<file path="src/hdl/pllcfg_pkg.sv">
// Purpose: constants for the pll loop and lock configuration block
// Assumes: axi4-lite register access, one 25 MHz clock
// Notes: offsets are local choices, one aligned word per register
package pllcfg_pkg;
  // ==========================================================
  // register map
  localparam logic [4:0] PLLCFG_GENERAL_ADDR = 5'h00;
  localparam logic [4:0] PLLCFG_FILTER_ADDR = 5'h04;
  localparam logic [4:0] PLLCFG_THIRD_ADDR = 5'h08;
  localparam logic [4:0] PLLCFG_LOCK_ADDR = 5'h0c;
  // ==========================================================
  // reset values
  localparam logic [7:0] PLLCFG_GENERAL_RST = 8'h01;
  localparam logic [7:0] PLLCFG_FILTER_RST = 8'h76;
  localparam logic [7:0] PLLCFG_THIRD_RST = 8'h37;
  localparam logic [15:0] PLLCFG_LOCK_RST = 16'h0180;
  // ==========================================================
  // writable bit masks (reserved bits read zero)
  localparam logic [7:0] PLLCFG_GENERAL_MASK = 8'h01;
  localparam logic [7:0] PLLCFG_FILTER_MASK = 8'hff;
  localparam logic [7:0] PLLCFG_THIRD_MASK = 8'hf7;
  localparam logic [15:0] PLLCFG_LOCK_MASK = 16'h03ff;
  // ==========================================================
  // field positions
  localparam int PLLCFG_DOUBLER_BIT = 0;
  localparam int PLLCFG_VCO_FILT_BIT = 7;
  localparam int PLLCFG_CAP_LSB = 4;
  localparam int PLLCFG_RES_LSB = 0;
  localparam int PLLCFG_SKIP_BIT = 7;
  localparam int PLLCFG_R3_LSB = 4;
  localparam int PLLCFG_C3_LSB = 0;
  localparam int PLLCFG_RAW_BIT = 9;
  localparam int PLLCFG_FINE_BIT = 8;
  localparam int PLLCFG_TIMER_LSB = 6;
  localparam int PLLCFG_STICKY_BIT = 5;
  localparam int PLLCFG_CALRUN_BIT = 4;
  localparam int PLLCFG_FORCE_BIT = 3;
  localparam int PLLCFG_RCSEL_LSB = 0;
  // status register: bit0 debounced lock, bit1 raw lock
  localparam logic [4:0] PLLCFG_STATUS_ADDR = 5'h10;
  // ==========================================================
  // debounce counts in system clock cycles
  localparam int PLLCFG_DEB1 = 570;
  localparam int PLLCFG_DEB2 = 5700;
  localparam int PLLCFG_DEB3 = 57000;
  localparam int PLLCFG_CNT_W = 16;
  // ==========================================================
  // axi responses
  localparam logic [1:0] PLLCFG_OKAY = 2'h0;
  localparam logic [1:0] PLLCFG_SLVERR = 2'h2;
endpackage : pllcfg_pkg

</file>
<file path="src/hdl/pllcfg_debounce.sv">
// Purpose: lock debounce and qualification for the pll lock detector
// Assumes: raw lock inputs synchronous to aclk
// Notes: long interval is a parameter so simulation may shorten it
`timescale 1ns/10ps
module pllcfg_debounce #(
  parameter int DEB_LONG = 57000
) (
  // clock and reset
  input wire logic aclk,
  input wire logic aresetn,
  // control
  input wire logic [1:0] timer_sel,
  input wire logic sticky,
  input wire logic cal_run,
  input wire logic force_lock,
  input wire logic fine_en,
  input wire logic cal_done,
  // raw detectors
  input wire logic fine_raw,
  input wire logic coarse_raw,
  // result
  output logic raw_sel,
  output logic lock
);
  import pllcfg_pkg::*;
  logic [PLLCFG_CNT_W-1:0] count;
  logic [PLLCFG_CNT_W-1:0] limit;
  logic raw;
  logic enabled;
  logic done;
  logic next_lock;
  assign raw = fine_en ? fine_raw : coarse_raw;
  assign enabled = cal_run | cal_done;
  assign limit = (timer_sel == 2'h0) ? '0 :
    (timer_sel == 2'h1) ? PLLCFG_CNT_W'(PLLCFG_DEB1) :
    (timer_sel == 2'h2) ? PLLCFG_CNT_W'(PLLCFG_DEB2) :
    PLLCFG_CNT_W'(DEB_LONG);
  assign done = raw && enabled && (count >= limit);
  assign next_lock = force_lock ? 1'b1 :
    (sticky && lock) ? 1'b1 : done;
  always_ff @(posedge aclk)
  begin
    if (!aresetn)
    begin
      count <= '0;
      lock <= 1'b0;
      raw_sel <= 1'b0;
    end
    else
    begin
      raw_sel <= raw;
      lock <= next_lock;
      if (!raw || !enabled)
        count <= '0;
      else if (count < limit)
        count <= count + 1'b1;
    end
  end
endmodule : pllcfg_debounce

</file>
<file path="src/hdl/pllcfg_top.sv">
// Purpose: pll loop filter and lock detector configuration registers
// Assumes: axi4-lite master, 25 MHz aclk, synchronous active low reset
// Notes: analog settings leave as plain register outputs
//
// Our own choices: the address map and the AXI4-Lite register port.
`timescale 1ns/10ps
module pllcfg_top #(
  parameter int DEB_LONG = pllcfg_pkg::PLLCFG_DEB3
) (
  // clock and reset
  input wire logic aclk,
  input wire logic aresetn,
  // axi4-lite write address
  input wire logic [4:0] s_axi_awaddr,
  input wire logic s_axi_awvalid,
  output logic s_axi_awready,
  // axi4-lite write data
  input wire logic [31:0] s_axi_wdata,
  input wire logic [3:0] s_axi_wstrb,
  input wire logic s_axi_wvalid,
  output logic s_axi_wready,
  // axi4-lite write response
  output logic [1:0] s_axi_bresp,
  output logic s_axi_bvalid,
  input wire logic s_axi_bready,
  // axi4-lite read address
  input wire logic [4:0] s_axi_araddr,
  input wire logic s_axi_arvalid,
  output logic s_axi_arready,
  // axi4-lite read data
  output logic [31:0] s_axi_rdata,
  output logic [1:0] s_axi_rresp,
  output logic s_axi_rvalid,
  input wire logic s_axi_rready,
  // analog lock detector inputs
  input wire logic fine_lock_raw,
  input wire logic coarse_lock_raw,
  input wire logic vco_cal_done,
  // analog controls
  output logic doubler_en,
  output logic vco_filter_bypass,
  output logic [2:0] pole_cap_select,
  output logic [3:0] filter_resistor_select,
  output logic third_pole_skip,
  output logic [2:0] third_pole_resistor,
  output logic [2:0] third_pole_capacitor,
  output logic fine_lock_en,
  output logic [2:0] lock_rc_select,
  // lock results
  output logic pll_lock,
  output logic serial_out_pin
);
  import pllcfg_pkg::*;
  // ==========================================================
  // registers
  logic [7:0] general_cfg;
  logic [7:0] filter_cfg;
  logic [7:0] third_cfg;
  logic [15:0] lock_cfg;
  logic [4:0] aw_addr;
  logic aw_held;
  logic [31:0] w_data;
  logic [3:0] w_strb;
  logic w_held;
  logic lock_db;
  logic lock_raw;
  // ==========================================================
  // write decode
  wire do_write = aw_held && w_held && !s_axi_bvalid;
  wire wr_gen = aw_addr == PLLCFG_GENERAL_ADDR;
  wire wr_filt = aw_addr == PLLCFG_FILTER_ADDR;
  wire wr_third = aw_addr == PLLCFG_THIRD_ADDR;
  wire wr_lock = aw_addr == PLLCFG_LOCK_ADDR;
  wire wr_hit = wr_gen | wr_filt | wr_third | wr_lock;
  wire [15:0] lock_new = {w_strb[1] ? w_data[15:8] : lock_cfg[15:8],
    w_strb[0] ? w_data[7:0] : lock_cfg[7:0]};
  wire [15:0] next_lock_cfg = lock_new & PLLCFG_LOCK_MASK;
  // ==========================================================
  // read decode
  wire rd_gen = s_axi_araddr == PLLCFG_GENERAL_ADDR;
  wire rd_filt = s_axi_araddr == PLLCFG_FILTER_ADDR;
  wire rd_third = s_axi_araddr == PLLCFG_THIRD_ADDR;
  wire rd_lock = s_axi_araddr == PLLCFG_LOCK_ADDR;
  wire rd_stat = s_axi_araddr == PLLCFG_STATUS_ADDR;
  wire rd_hit = rd_gen | rd_filt | rd_third | rd_lock | rd_stat;
  wire [31:0] next_rdata = rd_gen ? {24'h0, general_cfg} :
    rd_filt ? {24'h0, filter_cfg} :
    rd_third ? {24'h0, third_cfg} :
    rd_lock ? {16'h0, lock_cfg} :
    rd_stat ? {30'h0, lock_raw, lock_db} : 32'h0;
  // ==========================================================
  // write channels
  always_ff @(posedge aclk)
  begin
    if (!aresetn)
    begin
      aw_held <= 1'b0;
      w_held <= 1'b0;
      aw_addr <= 5'h00;
      w_data <= 32'h0;
      w_strb <= 4'h0;
      s_axi_awready <= 1'b1;
      s_axi_wready <= 1'b1;
      s_axi_bvalid <= 1'b0;
      s_axi_bresp <= PLLCFG_OKAY;
    end
    else
    begin
      if (s_axi_awvalid && s_axi_awready)
      begin
        aw_addr <= s_axi_awaddr;
        aw_held <= 1'b1;
        s_axi_awready <= 1'b0;
      end
      if (s_axi_wvalid && s_axi_wready)
      begin
        w_data <= s_axi_wdata;
        w_strb <= s_axi_wstrb;
        w_held <= 1'b1;
        s_axi_wready <= 1'b0;
      end
      if (do_write)
      begin
        s_axi_bvalid <= 1'b1;
        s_axi_bresp <= wr_hit ? PLLCFG_OKAY : PLLCFG_SLVERR;
        aw_held <= 1'b0;
        w_held <= 1'b0;
      end
      if (s_axi_bvalid && s_axi_bready)
      begin
        s_axi_bvalid <= 1'b0;
        s_axi_awready <= 1'b1;
        s_axi_wready <= 1'b1;
      end
    end
  end
  // ==========================================================
  // configuration registers
  always_ff @(posedge aclk)
  begin
    if (!aresetn)
    begin
      general_cfg <= PLLCFG_GENERAL_RST;
      filter_cfg <= PLLCFG_FILTER_RST;
      third_cfg <= PLLCFG_THIRD_RST;
      lock_cfg <= PLLCFG_LOCK_RST;
    end
    else if (do_write)
    begin
      if (wr_gen && w_strb[0])
        general_cfg <= w_data[7:0] & PLLCFG_GENERAL_MASK;
      if (wr_filt && w_strb[0])
        filter_cfg <= w_data[7:0] & PLLCFG_FILTER_MASK;
      if (wr_third && w_strb[0])
        third_cfg <= w_data[7:0] & PLLCFG_THIRD_MASK;
      if (wr_lock)
        lock_cfg <= next_lock_cfg;
    end
  end
  // ==========================================================
  // read channel
  always_ff @(posedge aclk)
  begin
    if (!aresetn)
    begin
      s_axi_arready <= 1'b1;
      s_axi_rvalid <= 1'b0;
      s_axi_rdata <= 32'h0;
      s_axi_rresp <= PLLCFG_OKAY;
    end
    else if (s_axi_arvalid && s_axi_arready)
    begin
      s_axi_arready <= 1'b0;
      s_axi_rvalid <= 1'b1;
      s_axi_rdata <= next_rdata;
      s_axi_rresp <= rd_hit ? PLLCFG_OKAY : PLLCFG_SLVERR;
    end
    else if (s_axi_rvalid && s_axi_rready)
    begin
      s_axi_rvalid <= 1'b0;
      s_axi_arready <= 1'b1;
    end
  end
  // ==========================================================
  // analog control outputs, registered
  always_ff @(posedge aclk)
  begin
    if (!aresetn)
    begin
      doubler_en <= 1'b1;
      vco_filter_bypass <= 1'b0;
      pole_cap_select <= 3'h7;
      filter_resistor_select <= 4'h6;
      third_pole_skip <= 1'b0;
      third_pole_resistor <= 3'h3;
      third_pole_capacitor <= 3'h7;
      fine_lock_en <= 1'b1;
      lock_rc_select <= 3'h0;
    end
    else
    begin
      doubler_en <= general_cfg[PLLCFG_DOUBLER_BIT];
      vco_filter_bypass <= filter_cfg[PLLCFG_VCO_FILT_BIT];
      pole_cap_select <= filter_cfg[PLLCFG_CAP_LSB +: 3];
      filter_resistor_select <= filter_cfg[PLLCFG_RES_LSB +: 4];
      // software keeps this clear unless the divider is integer
      third_pole_skip <= third_cfg[PLLCFG_SKIP_BIT];
      third_pole_resistor <= third_cfg[PLLCFG_R3_LSB +: 3];
      third_pole_capacitor <= third_cfg[PLLCFG_C3_LSB +: 3];
      fine_lock_en <= lock_cfg[PLLCFG_FINE_BIT];
      lock_rc_select <= lock_cfg[PLLCFG_RCSEL_LSB +: 3];
    end
  end
  // ==========================================================
  // lock detector
  pllcfg_debounce #(
    .DEB_LONG(DEB_LONG)
  ) u_debounce (
    .aclk(aclk),
    .aresetn(aresetn),
    .timer_sel(lock_cfg[PLLCFG_TIMER_LSB +: 2]),
    .sticky(lock_cfg[PLLCFG_STICKY_BIT]),
    .cal_run(lock_cfg[PLLCFG_CALRUN_BIT]),
    .force_lock(lock_cfg[PLLCFG_FORCE_BIT]),
    .fine_en(lock_cfg[PLLCFG_FINE_BIT]),
    .cal_done(vco_cal_done),
    .fine_raw(fine_lock_raw),
    .coarse_raw(coarse_lock_raw),
    .raw_sel(lock_raw),
    .lock(lock_db)
  );
  always_ff @(posedge aclk)
  begin
    if (!aresetn)
    begin
      pll_lock <= 1'b0;
      serial_out_pin <= 1'b0;
    end
    else
    begin
      pll_lock <= lock_db;
      serial_out_pin <= lock_cfg[PLLCFG_RAW_BIT] ?
        lock_raw : lock_db;
    end
  end
endmodule : pllcfg_top
</file>
<file path="config.mk">
export PLATFORM = sky130hd
export DESIGN_NAME = pllcfg_top
export DESIGN_NICKNAME = d
export VERILOG_FILES = /design/src/hdl/pllcfg_pkg.sv /design/src/hdl/pllcfg_debounce.sv /design/src/hdl/pllcfg_top.sv
export SDC_FILE = /design/constraint.sdc
export NUM_CORES = 1
export LEC_CHECK = 0
export ABC_AREA = 1
export BUFFER_PORTS_ARGS = -buffer_cell sky130_fd_sc_hd__buf_2
export CORE_MARGIN = 4
export CORE_UTILIZATION = 55
export CTS_BUF_LIST = sky130_fd_sc_hd__clkbuf_4 sky130_fd_sc_hd__clkbuf_8
export DETAILED_ROUTE_END_ITERATION = 8
export PLACE_DENSITY = 0.86
export SYNTH_ARGS = -nofsm -noshare
export SYNTH_HDL_FRONTEND = slang
export SYNTH_SLANG_ARGS = --single-unit
</file>
<file path="constraint.sdc">
create_clock -name aclk -period 3.95 [get_ports aclk]
set_clock_uncertainty 0.15 [all_clocks]
set_input_delay 0.5925 -clock aclk [delete_from_list [all_inputs] [get_ports aclk]]
set_output_delay 0.5925 -clock aclk [all_outputs]
set_load 0.03 [all_outputs]
</file>
After elaboration in Yosys (flattened, before gate mapping)
Cells that the tools add are included.
{"block": "word_totals", "output_inout_bits": 63, "register_bits": 126, "input_bits": 56, "elab_cells": 100}
{"block": "classes", "muxes": 18, "n_reduce_logical": 29, "n_bitwise": 9, "addsub": 1, "order_cmp": 2, "n_eq_ne": 9}
{"cell": "$mux W16", "n": 3}
{"cell": "$mux W10", "n": 4}
{"cell": "$eq A5 B4 Y1 const B", "n": 4}
{"cell": "$add A16 B1 Y16 const B", "n": 1}
{"cell": "$ge A16 B16 Y1", "n": 1}
{"cell": "$lt A16 B16 Y1", "n": 1}
{"cell": "$logic_and A1 B1 Y1", "n": 13}
{"cell": "$eq A5 B3 Y1 const B", "n": 2}
{"cell": "$logic_not A5 Y1", "n": 2}
{"cell": "$mux W1", "n": 8}
{"cell": "$or A1 B1 Y1", "n": 8}
{"cell": "$mux W2", "n": 3}
{"cell": "$reduce_and A2 Y1", "n": 3}
{"cell": "$reduce_and A3 Y1", "n": 2}
{"cell": "$reduce_or A2 Y1", "n": 3}
{"cell": "$eq A5 B5 Y1 const B", "n": 1}
{"cell": "$logic_not A1 Y1", "n": 3}
{"cell": "$eq A2 B1 Y1 const B", "n": 1}
{"cell": "$eq A2 B2 Y1 const B", "n": 1}
{"cell": "$logic_not A2 Y1", "n": 1}
{"cell": "$reduce_bool A2 Y1", "n": 1}
{"cell": "$logic_or A1 B1 Y1", "n": 1}
{"cell": "$not A1 Y1", "n": 1}

Depth between registers and ports, before layout
{"block": "logic_depth", "ltp_word": 8, "ltp_mapped": 13, "depth_no_buf": 13}

Hierarchy
Synthesis repeated with hierarchy kept, for this count alone.
{"block": "unflattened", "hier_cells": 626, "hier_area_um2": 4779.6}
{"mod": "pllcfg_top", "area_each_um2": 3340.7, "n_inst": 1, "cells_per_inst": 406}
{"mod": "pllcfg_debounce", "area_each_um2": 1438.9, "n_inst": 1, "cells_per_inst": 220}

Worst setup path after synthesis
OpenSTA, ideal clock, no wires.
{"block": "synth_timing", "path_kind": "reg2reg", "startpoint": "reg lock_cfg[7]", "endpoint": "reg u_debounce.count[10]", "t_required_ps": 3680, "path_buffers": 1, "slack_ps": 2125, "t_arrival_ps": 1555, "path_stages_with_launch": 10, "setup_ps": 120, "path_cell_list": "dfxtp_1 -> nand2_1 -> ha_1 -> a21oi_1 -> o21ai_1 -> a21oi_4 -> nand2_4 -> buf_6 -> nand2_1 -> a21oi_1"}
{"block": "synth_via", "elab_chain_cells": 5}
{"item": "from (decl)", "line_no": "pllcfg_top.sv:59", "text": "logic [15:0] lock_cfg;"}
{"item": "from (signal assigned)", "line_no": "pllcfg_top.sv:157", "text": "lock_cfg <= next_lock_cfg;"}
{"item": "$eq A2 B2 Y1", "line_no": "pllcfg_debounce.sv:36", "text": "(timer_sel == 2'h2) ? PLLCFG_CNT_W'(PLLCFG_DEB2) :"}
{"item": "$mux W16", "line_no": "pllcfg_debounce.sv:36"}
{"item": "$mux W16", "line_no": "pllcfg_debounce.sv:35", "text": "(timer_sel == 2'h1) ? PLLCFG_CNT_W'(PLLCFG_DEB1) :"}
{"item": "$mux W16 (*)", "line_no": "pllcfg_debounce.sv:34", "text": "assign limit = (timer_sel == 2'h0) ? '0 :"}
{"item": "$lt A16 B16 Y1 (*)", "line_no": "pllcfg_debounce.sv:55", "text": "else if (count < limit)"}
{"item": "to (signal assigned)", "line_no": "pllcfg_debounce.sv:56", "text": "count <= count + 1'b1;"}
{"item": "to (decl)", "line_no": "pllcfg_debounce.sv:26", "text": "logic [PLLCFG_CNT_W-1:0] count;"}
Mark *: on every way between the ends. The rest lies on a longest branch, timed or not.
A chain may end at the register's enable or synchronous reset.

Final worst setup path
{"block": "layout_timing", "startpoint": "reg lock_cfg[7]", "endpoint": "reg u_debounce.count[0]"}
The elaborated chain is that of the path after synthesis.

==> impl_metrics.csv <==
group,metric,value,unit
logic_synthesis,seq_area_frac_synth,44.44,%
floorplan,die_h,99.40,um
route,wl_per_cell,12.97,um
clock_network,clkSlewWorstSetupHoldPaths,0.12,ns
timing,hold_viol_final,0,
floorplan,fp-row-count,33,
worst_setup_path,max_stage_delay,0.41,ns
global_route,grt_max_degree,67,
logic_synthesis,synth_area_leader_cell,"dfxtp_1",
clock_network,cts_hold_buffers,0,
timing,finalCritPeriodShare,60.37,%
timing,rsz0062_at_grt,"no",
logic_synthesis,synth_top_area_share,44.44,%
timing,slew_headroom,55.54,%
logic_synthesis,yosysMostFrequentCell,"nand2_1",
worst_setup_path,crit_path_top_delay_cell,"dfxtp_1",
floorplan,start_util,56.20,%
route,first_iter_violations,248,
clock_network,htree_levels,3,
finish,antennaDiodeCount,0,
finish,final_area,5120,um2
logic_synthesis,synth-seq-cells,102,
logic_synthesis,syn-cell-area,4594,um2
logic_synthesis,synth_edf_count,0,
status,run_status,"completed",
run,cap_violations,0,
place,pre_cts_ws,1.347,ns
logic_synthesis,synthDistinctLibCells,34,
global_route,grt_pass1_vias,3718,
worst_setup_path,worst_setup_path_start_kind,"flop",
worst_setup_path,crit_arrival,2.51,ns
place,gp_congestion,0.8953,
clock_network,cts_tree,"done",
clock_network,cts_buffers,9,
clock_network,clock-sinks,102,
place,placed_cells,772,
finish,fin_cells,788,
floorplan,core-area,8175,um2
logic_synthesis,postSynth.asyncResetShare,0,%
global_route,gr-usage-all-layers,20.90,%
finish,final_nets,748,
route,firstDrtPassIters,5,
place,portBuffers,70,
clock_network,cts_root_buffer,"clkbuf_8",
place,hpwl,7.530,mm
finish,fin_util,62.63,%
finish,area_growth,11.44,%
hold_path,hp-class,"reg -> reg",
clock_network,cts_resized,0,
clock_network,post-cts-setup-buffers,0,
timing,fin_ws,1.565,ns
worst_setup_path,crit_path_end_kind,"flop",
clock_network,clockBufferDepth,2,
floorplan,fp.dieW,99.40,um
floorplan,io_pins,119,
worst_setup_path,critical_path.max_fanout,17,
power,p_leak,2.447,nW
clock_network,clock_latency,0.38,ns
floorplan,die_area,9879,um2
worst_setup_path,crit_type,"reg -> reg",
route,vias_per_cell,5.128,
route,ant_nets,0,
logic_synthesis,synth_common_cells,"nand2_1, dfxtp_1, inv_1",
logic_synthesis,synthFlopType,"dfxtp_1",
logic_synthesis,ys_warn_count,0,
global_route,antenna_found_initial,0,
global_route,grt-ovfl-total,0,
route,drc,0,
power,cellPowerDensity,373.2,nW/um2
logic_synthesis,avgSynthCellArea,7.458,um2
logic_synthesis,synth_area_leaders,"dfxtp_1, nand2_1, a21oi_1",
logic_synthesis,netlist_instances,616,
global_route,grt_pass1_wl,16.86,mm
finish,drive_above_1_share,15.52,%
timing,fin_crit,2.385,ns
route,vias,4041,
timing,fmax,419.3,MHz
worst_setup_path,required,4.07,ns
timing,worst_pin_slew,0.6652,ns
power,irDropWorstVdd,216.8,uV
route,drt-total-wl,10.22,mm
timing,setup_viol,0,
worst_setup_path,crit_path_cell_trace,"nand2_1, ha_1, a21oi_1, o21ai_1, a21oi_4, nand2_4, o21ai_0, nor2_1",
timing,tns,0,ns
finish,fill_cells,713,
place,post_dp_cell_area,4895,um2
timing,report.final.slew_viol_count,0,
-- metal layers --
layer  GRT usage (%)  wire length, um  part of all wire (%)  vias up
met3           4.418              838                   8.2       14
met4           6.618              140                   1.4        0
met5               0                0                     0        -
met2           34.87             4859                    48      157
met1           27.17             4385                    43     1805
li1                -                -                     -     2065
-- sequential cells by signal, summed over array words and instances, names as in the netlist, 2 cells and up --
signal                  count
u_debounce.count           16
lock_cfg                   10
s_axi_rdata                10
w_data                     10
filter_cfg                  8
third_cfg                   7
aw_addr                     5
filter_resistor_select      4
lock_rc_select              3
pole_cap_select             3
third_pole_capacitor        3
third_pole_resistor         3
w_strb                      2
-- layout make-up --
cell class / instances / area [um2] / area share [%]
timing repair buffer: 71 / 357.8 / 6.989
clock buffer: 9 / 123.9 / 2.419
multi-input combinational: 414 / 2063 / 40.30
sequential: 102 / 2042 / 39.88
clock inverter: 7 / 101.3 / 1.979
tap: 105 / 131.4 / 2.566
inverter: 80 / 300.3 / 5.865
-- layout by cell type (no fill, tap or decap), drive strengths merged, types with 3 or more instances in the layout --
master	instances
o211ai	13
o21ai	49
nor3	4
nand4	8
nand3	33
or2	5
buf	71
conb	24
inv	82
nor2	60
xor2	4
xnor2	3
nand2	127
clkbuf	9
clkinv	5
a21oi	59
dfxtp	102
o22ai	7
ha	14
-- report_power, final --
group	switching, mW	internal, mW	total [mW]
sequential	0.0139	1.05	1.07
combinational	0.121	0.0400	0.161
clock	0.420	0.262	0.682
-- worst paths after layout --
path / from / to / slack (ns) / cells after the start
max reg2reg: lock_cfg[7]$_SDFFE_PN1P_ / u_debounce.count[0]$_SDFFE_PP0N_ / 1.57 / 8
min reg2reg: filter_cfg[7]$_SDFFE_PN0P_ / vco_filter_bypass$_SDFF_PN0_ / 0.29 / 2
max: lock_cfg[7]$_SDFFE_PN1P_ / u_debounce.count[0]$_SDFFE_PP0N_ / 1.57 / 8
min: filter_cfg[7]$_SDFFE_PN0P_ / vco_filter_bypass$_SDFF_PN0_ / 0.29 / 2
-- metrics by stage --
step | power (mW) | hold slack [ns]
after floorplan | 1.224 | 0.2571
after global placement | 1.246 | 0.2731
after detailed placement | 1.251 | 0.2813
after CTS | 1.917 | 0.2946
after global routing | 1.982 | 0.3216
final | 1.911 | 0.2926
-- worst max-delay path: cells and delay by family (launching register included) --
kind                     cells  cell delay, ns
flip-flops                   1            0.41
adder cells (fa/ha/maj)      1            0.36
AND/OR/NAND/NOR              3            0.47
AO/OA/AOI/OAI                4            0.90
-- cells by family (layout without fill, tap and decap cells) --
logic type	Yosys count	in the layout	synth area share, %
AND/OR/NAND/NOR	237	237	22.03
flip-flops	102	102	44.44
other	1	24	0.08162
buffers and inverters	123	167	12.53
multiplexers	1	1	0.2179
XOR/XNOR	7	7	1.334
adder cells (fa/ha/maj)	14	14	3.813
AO/OA/AOI/OAI	131	131	15.55
Note: power is estimated with default switching activity, not from simulation.
